--- config.mk ---
export PLATFORM = sky130hd
export DESIGN_NAME = pdx_exec
export DESIGN_NICKNAME = d
export VERILOG_FILES = /design/src/hdl/pdx_pkg.sv /design/src/hdl/pdx_exec.sv
export SDC_FILE = /design/constraint.sdc
export NUM_CORES = 1
export LEC_CHECK = 0
export CAP_MARGIN = 15
export CORE_MARGIN = 2
export CORE_UTILIZATION = 30
export DETAILED_ROUTE_END_ITERATION = 16
export DONT_BUFFER_PORTS = 1
export MAX_ROUTING_LAYER = met4
export PLACE_DENSITY_LB_ADDON = 0.25
export SLEW_MARGIN = 20
export SYNTH_ARGS = -nofsm -noshare
export SYNTH_HDL_FRONTEND = slang
export SYNTH_SLANG_ARGS = --single-unit
--- constraint.sdc ---
create_clock -name CLK -period 2.85 [get_ports CLK]
set_input_delay 0.855 -clock CLK [delete_from_list [all_inputs] [get_ports CLK]]
set_output_delay 0.855 -clock CLK [all_outputs]
set_load 0.02 [all_outputs]
--- src/hdl/pdx_pkg.sv ---
// Purpose: Constants for the port-write, OR and power-down executor
// Assumes: 10-bit instruction words, 4-bit data path
// Notes: Opcodes of the four handled instructions and the arming one
package pdx_pkg;
  localparam logic [9:0] OP_PORT1 = 10'h221;
  localparam logic [9:0] OP_PORT2 = 10'h222;
  localparam logic [9:0] OP_OR = 10'h019;
  localparam logic [9:0] OP_PDOWN = 10'h002;
  // Arming opcode is outside this block's set; arbitrary neutral default
  localparam logic [9:0] OP_ARM_DEF = 10'h2a3;
  localparam logic [3:0] NIB_RST = 4'h0;
  localparam logic [1:0] P2_RST = 2'h0;
endpackage : pdx_pkg

--- src/hdl/pdx_exec.sv ---
// Purpose: Executes port writes, accumulator OR and power-down entry
// Assumes: One instruction presented per cycle, strobed by INSTR_VALID
// Notes: Accumulator and carry live outside; this block gives their next values
// Notes: Port latches and back-up flag are the only state besides the arming mark and the residency counter
// Notes: Back-up is left only through NRST; no wake-up source is modelled here
// Notes: Arming opcode is a parameter so the core can place it in its own map
// Notes: Checks sit beside the logic; the bench only drives and compares
// Notes: One instruction per cycle; port and back-up results show one edge later, OR results in the same cycle
`timescale 1ns/10ps
module pdx_exec #(
  parameter logic [9:0] ARM_OPCODE = pdx_pkg::OP_ARM_DEF
) (
  input wire logic CLK,
  input wire logic NRST,
  input wire logic INSTR_VALID,
  input wire logic [9:0] INSTR,
  input wire logic [3:0] ACC,
  input wire logic CARRY_IN,
  input wire logic [3:0] RAM_NIBBLE,
  output logic [3:0] ACC_NXT,
  output logic ACC_WE,
  output logic CARRY_OUT,
  output logic SKIP,
  output logic PC_INC,
  output logic [3:0] PORT_ONE,
  output logic [1:0] PORT_TWO,
  output logic BACKUP
);
  logic armed_r;
  logic [3:0] port_one_r;
  logic [1:0] port_two_r;
  logic backup_r;
  logic run;
  logic is_or;
  // Per-instruction decode used by the checks below
  logic is_port1;
  logic is_port2;
  logic is_pdown;
  logic is_arm;
  // Cycles spent in back-up, saturating, for long-residency checks
  logic [7:0] backup_cyc_r;
  localparam logic [7:0] CYC_SAT = 8'hff;
  localparam logic [7:0] CYC_ONE = 8'h01;
  localparam logic [7:0] CYC_ZERO = 8'h00;

  // Decode only counts while the core is running
  assign is_port1 = run && (INSTR == pdx_pkg::OP_PORT1);
  assign is_port2 = run && (INSTR == pdx_pkg::OP_PORT2);
  assign is_pdown = run && (INSTR == pdx_pkg::OP_PDOWN);
  assign is_arm = run && (INSTR == ARM_OPCODE);

  // Core stops fetching once in back-up; only reset wakes it here
  assign run = INSTR_VALID && !backup_r;
  assign is_or = run && (INSTR == pdx_pkg::OP_OR);

  // Accumulator result; carry passes untouched, no skip ever
  assign ACC_NXT = ACC | RAM_NIBBLE;
  assign ACC_WE = is_or;
  assign CARRY_OUT = CARRY_IN;
  assign SKIP = 1'b0;
  assign PC_INC = run;
  assign PORT_ONE = port_one_r;
  assign PORT_TWO = port_two_r;
  assign BACKUP = backup_r;

  // Port-one latch, full nibble
  always_ff @(posedge CLK or negedge NRST) begin
    if (!NRST) begin
      port_one_r <= pdx_pkg::NIB_RST;
    end else if (run && INSTR == pdx_pkg::OP_PORT1) begin
      port_one_r <= ACC;
    end
  end

  // Port-two latch, low two bits only
  always_ff @(posedge CLK or negedge NRST) begin
    if (!NRST) begin
      port_two_r <= pdx_pkg::P2_RST;
    end else if (run && INSTR == pdx_pkg::OP_PORT2) begin
      port_two_r <= ACC[1:0];
    end
  end

  // Arming lasts exactly one executed instruction
  always_ff @(posedge CLK or negedge NRST) begin
    if (!NRST) begin
      armed_r <= 1'b0;
    end else if (run) begin
      armed_r <= (INSTR == ARM_OPCODE);
    end
  end

  // Back-up entry; a stray power-down is ignored
  always_ff @(posedge CLK or negedge NRST) begin
    if (!NRST) begin
      backup_r <= 1'b0;
    end else if (run && INSTR == pdx_pkg::OP_PDOWN && armed_r) begin
      backup_r <= 1'b1;
    end
  end

  port_one_a: assert property (@(posedge CLK) disable iff (!NRST)
    run && INSTR == pdx_pkg::OP_PORT1 |=> PORT_ONE == $past(ACC))
    else $error("port one not loaded");
  port_two_a: assert property (@(posedge CLK) disable iff (!NRST)
    run && INSTR == pdx_pkg::OP_PORT2 |=> PORT_TWO == $past(ACC[1:0]))
    else $error("port two not loaded");
  port_hold_a: assert property (@(posedge CLK) disable iff (!NRST)
    !(run && INSTR == pdx_pkg::OP_PORT1) |=> $stable(PORT_ONE))
    else $error("port one changed");
  or_result_a: assert property (@(posedge CLK) disable iff (!NRST)
    is_or |-> ACC_WE && ACC_NXT == (ACC | RAM_NIBBLE))
    else $error("or result wrong");
  backup_entry_a: assert property (@(posedge CLK) disable iff (!NRST)
    run && INSTR == ARM_OPCODE ##1 run && INSTR == pdx_pkg::OP_PDOWN |=> BACKUP)
    else $error("back-up not entered");
  stray_pdown_a: assert property (@(posedge CLK) disable iff (!NRST)
    run && INSTR != ARM_OPCODE ##1 run && INSTR == pdx_pkg::OP_PDOWN |=> !BACKUP)
    else $error("stray power-down acted");
  carry_kept_a: assert property (@(posedge CLK) disable iff (!NRST)
    CARRY_OUT == CARRY_IN && !SKIP)
    else $error("carry or skip disturbed");
  backup_stays_a: assert property (@(posedge CLK) disable iff (!NRST)
    BACKUP |=> BACKUP && !PC_INC)
    else $error("back-up left");

  // Residency counter; saturates so a long back-up never wraps to zero
  // Only read by the checks, so it costs nothing in the core itself
  always_ff @(posedge CLK or negedge NRST) begin
    if (!NRST) begin
      backup_cyc_r <= CYC_ZERO;
    end else if (backup_r && backup_cyc_r != CYC_SAT) begin
      backup_cyc_r <= backup_cyc_r + CYC_ONE;
    end
  end

  // Further checks: latches move only on their own instruction,
  // arming lasts one executed instruction, and back-up freezes ports, program counter and accumulator write

  // Port-two latch holds unless its own write executes
  // Guards against a decode that also catches the port-one code
  port_two_hold_a: assert property (@(posedge CLK) disable iff (!NRST)
    !is_port2 |=> $stable(PORT_TWO))
    else $error("port two changed");

  // Any change on port one must come from a port-one write
  // Catches a latch enable that leaks while refused
  port_one_cause_a: assert property (@(posedge CLK) disable iff (!NRST)
    $changed(PORT_ONE) |-> $past(is_port1))
    else $error("port one changed without write");

  // Any change on port two must come from a port-two write
  // Upper accumulator bits can never reach it
  port_two_cause_a: assert property (@(posedge CLK) disable iff (!NRST)
    $changed(PORT_TWO) |-> $past(is_port2))
    else $error("port two changed without write");

  // Accumulator loads on the OR instruction only
  // A stray write here would corrupt the core's working value
  acc_idle_a: assert property (@(posedge CLK) disable iff (!NRST)
    !is_or |-> !ACC_WE)
    else $error("accumulator written outside or");

  // OR leaves carry alone
  // Carry is shared with arithmetic outside this block
  or_carry_a: assert property (@(posedge CLK) disable iff (!NRST)
    is_or |-> CARRY_OUT == CARRY_IN && !SKIP)
    else $error("or disturbed carry");

  // Power-down never writes the accumulator, armed or not
  // Keeps the no-operation case truly inert
  pdown_no_acc_a: assert property (@(posedge CLK) disable iff (!NRST)
    is_pdown |-> !ACC_WE)
    else $error("power-down wrote accumulator");

  // Unarmed power-down leaves ports and back-up flag as they were
  // Only the program counter moves
  stray_quiet_a: assert property (@(posedge CLK) disable iff (!NRST)
    is_pdown && !armed_r |=> !BACKUP && $stable(PORT_ONE) && $stable(PORT_TWO))
    else $error("stray power-down had effect");

  // Any other executed instruction clears the arming mark
  // So arming never reaches past the next instruction
  arm_single_a: assert property (@(posedge CLK) disable iff (!NRST)
    run && !is_arm |=> !armed_r)
    else $error("arming outlived one instruction");

  // Idle cycles keep the arming mark
  // Invalid slots between arm and power-down do not break the pair
  arm_hold_a: assert property (@(posedge CLK) disable iff (!NRST)
    !run |=> $stable(armed_r))
    else $error("arming lost on idle cycle");

  // Back-up is entered only by an armed power-down
  // No other code path may set the sticky flag
  backup_cause_a: assert property (@(posedge CLK) disable iff (!NRST)
    $rose(BACKUP) |-> $past(is_pdown) && $past(armed_r))
    else $error("back-up entered without armed power-down");

  // Ports freeze while in back-up
  // Instructions presented then are refused entirely
  refused_ports_a: assert property (@(posedge CLK) disable iff (!NRST)
    BACKUP |=> $stable(PORT_ONE) && $stable(PORT_TWO))
    else $error("port moved in back-up");

  // Program counter steps once per executed instruction
  // One word, one cycle for every instruction handled here
  pc_step_a: assert property (@(posedge CLK) disable iff (!NRST)
    PC_INC == (INSTR_VALID && !BACKUP))
    else $error("program counter step wrong");

  // Long back-up keeps the core stopped and the accumulator untouched
  // Counter stands in for a long repetition
  backup_long_a: assert property (@(posedge CLK) disable iff (!NRST)
    backup_cyc_r != CYC_ZERO |-> BACKUP && !PC_INC && !ACC_WE)
    else $error("back-up residency broken");

  // Main scenarios; the bench reaches all but arm_pdown_c
  arm_pdown_c: cover property (@(posedge CLK) disable iff (!NRST)
    run && INSTR == ARM_OPCODE ##1 run && INSTR == pdx_pkg::OP_PDOWN);
  stray_pdown_c: cover property (@(posedge CLK) disable iff (!NRST)
    run && INSTR == pdx_pkg::OP_PDOWN && !armed_r);
  or_exec_c: cover property (@(posedge CLK) disable iff (!NRST) is_or);
  port1_write_c: cover property (@(posedge CLK) disable iff (!NRST)
    is_port1 ##1 is_port1);
  port2_write_c: cover property (@(posedge CLK) disable iff (!NRST)
    is_port2 ##1 is_port1);
endmodule : pdx_exec

==> out/metrics.cfg <==
[finish]
fill_cells=155
num_antenna_cells=0
final_common_cell=dfrtp_1
nets=65
areaGrowthSynthToFinish_pct=7.447
drive_above_1_share=0.4878
regArea_um2=200.2
final_cell_mix=8 x dfrtp_1, 6 x mux2_2, 4 x or2_2, 3 x clkbuf_4
multi_input_area_um2=251.5

[drt]
drc_errors=0
via_per_inst=5.632
ant_nets=0
via_count=321
drt_wl_total_mm=1.035
drt-wirelength-per-cell_um=18.16
dr.pass1.iters=2
dr.first_iter.drc_count=2

[sta]
max_freq_mhz=396.8
setup_viol=0
timing.setup.tns_ns=0
fin_crit_sh=0.8843
rsz0062_at_grt=false
holdWs_ns=0.2955
timing.final.max_slew_violations=0
fin_crit_ns=2.520
hold_viol=0
skew_ns=0.002217

[power]
comb_power_share=0.085
sw_frac_of_total=0.2231
internal_power_uw=171.7
p_clk_frac=0.384
p_leak_nw=0.2155
p_seq_frac=0.532
ir_worst_vdd_uv=160.8
switchingPower_uw=49.29
powerDensity_mw_per_mm2=437.2

[logic_synthesis]
syn_inst=39
avgSynthCellArea_um2=12.06
ys_seq_elements=8
seq_area_frac_synth=0.4255
syn-num-nets=61
ys_warn_count=0
synth_cell_types=21
netlist_area_um2=470.5

[critical_path]
rr_startpoint=BACKUP$_DFFE_PN0P_
reg2reg_depth=3
setup.worst_path.class=in -> out
crit_required_ns=2.00
reg2reg_to=PORT_ONE[1]$_DFFE_PN0P_
arrival_ns=1.67
rrSetupSlack_ns=1.35
cp-end-kind=output port
start_kind=primary input
crit_fanout=3

[placed_design]
io_buffers=0
hpwl_um=898.5
place_congestion=0.7647

[clocking]
clk_path_buf_depth=2
clock-root-buffer=clkbuf_4
cts-hold-fix-buffers=0
cts_sinks=8
cts-htree-levels=1
clkLatencyLatePin_ns=0.25
cts-buffers-inserted=3
post_cts_buffers=0
cts_tree=done
clkTransAtPathRegs_ns=0.05
postCtsResizedCells=0

[floorplan]
die_area_mm2=0.001901
core-area_mm2=0.001489
start_util=0.3160
ios=37
die_x_um=43.60
num_rows=14
die_y_um=43.60

[global_routing]
grt_pass1_vias=375
grt_max_degree=9
grt_overflow_total=0
grt_pass1_wl_mm=1.573
grt_antenna_before_repair=0
grt_use_total=0.1198

[flow_run]
max_cap_viol_count=0

[outcome]
status=finished, final reports clean

[hold_path]
hold_class=in -> async

area by class of cell:
class | count | area share
Timing Repair Buffer | 1 | 0.01485
Inverter | 1 | 0.007426
Sequential cell | 8 | 0.3960
Clock buffer | 3 | 0.04455
Tap cell | 16 | 0.03960
Multi-Input combinational cell | 28 | 0.4975
kinds of logic (layout without fill, tap and decap cells):
family          count (synthesis)  count (layout)  share of synthesized area
compound gates                  2               2                    0.02659
flops                           8               8                     0.4255
buf+inv                         3               5                    0.03988
other cells                     1               1                   0.007971
mux                             6               6                     0.1436
simple gates                   19              19                     0.3564
state kept, by name (all words and copies together) (netlist names):
signal,cells
PORT_ONE,4
PORT_TWO,2
BACKUP,1
armed_r,1
worst max-delay path by stage:
stage	slack (ns)	end	startpoint
floorplan	0.25	ACC_WE	INSTR[7]
global placement	0.41	ACC_WE	INSTR[7]
detailed placement	0.33	ACC_WE	INSTR[7]
CTS	0.33	ACC_WE	INSTR[7]
global route	0.27	ACC_WE	BACKUP$_DFFE_PN0P_
finish	0.33	ACC_WE	INSTR[7]
worst max-delay path, cell delays in order:
cell     delay [ns]
nor4b_4        0.32
nand2_1        0.13
nor3_1         0.19
buf_4          0.17
synthesized netlist by cell type:
master / instances / area, um^2
dfrtp_1: 8 / 200.2
mux2_2: 6 / 67.56
or2_2: 4 / 25.02
buf_4: 2 / 15.01
nor3_1: 2 / 10.01
nor4b_2: 2 / 30.03
and2b_2: 1 / 8.760
and3b_1: 1 / 8.760
and4bb_2: 1 / 12.51
conb_1: 1 / 3.750
inv_1: 1 / 3.750
nand2_1: 1 / 3.750
nand3_1: 1 / 5.000
nand3_2: 1 / 10.01
nand3b_1: 1 / 7.510
nand4_1: 1 / 6.260
nand4b_1: 1 / 8.760
nor3b_1: 1 / 7.510
nor4b_4: 1 / 23.77
o21ai_0: 1 / 5.000
o21bai_1: 1 / 7.510
stage by stage:
stage / area (um^2) / worst slack [ns] / utilization / cells / power (mW)
6_report: 505.5 / 0.3298 / 0.3395 / 57 / 0.2210
5_1_grt: 505.5 / 0.2685 / 0.3395 / 57 / 0.2347
4_1_cts: 505.5 / 0.3295 / 0.3395 / 57 / 0.2244
3_5_place_dp: 483.0 / 0.3285 / 0.3244 / 54 / 0.1382
3_3_place_gp: 483.0 / 0.4080 / 0.3244 / 54 / 0.1375
2_1_floorplan: 470.5 / 0.2463 / - / 39 / 0.1395
layer usage:
| layer | GRT usage | up-vias | part of all wire | wire (um) |
|---|---|---|---|---|
| met5 | - | - | 0 | 0 |
| met2 | 0.1882 | 24 | 0.54 | 560 |
| li1 | - | 145 | - | - |
| met1 | 0.1178 | 150 | 0.33 | 339 |
| met3 | 0.04583 | 2 | 0.12 | 126 |
| met4 | 0.09091 | 0 | 0.0077 | 8 |
power groups by stage:
stage / sequential (mW) / clock (mW) / combinational [mW]
after global placement: 0.119 / 0 / 0.0181
after detailed placement: 0.119 / 0 / 0.0188
final: 0.117 / 0.0848 / 0.0187
after global routing: 0.117 / 0.0977 / 0.0196
after floorplan: 0.119 / 0 / 0.0203
after CTS: 0.118 / 0.0881 / 0.0188
Power figures use the tool's default switching activity.
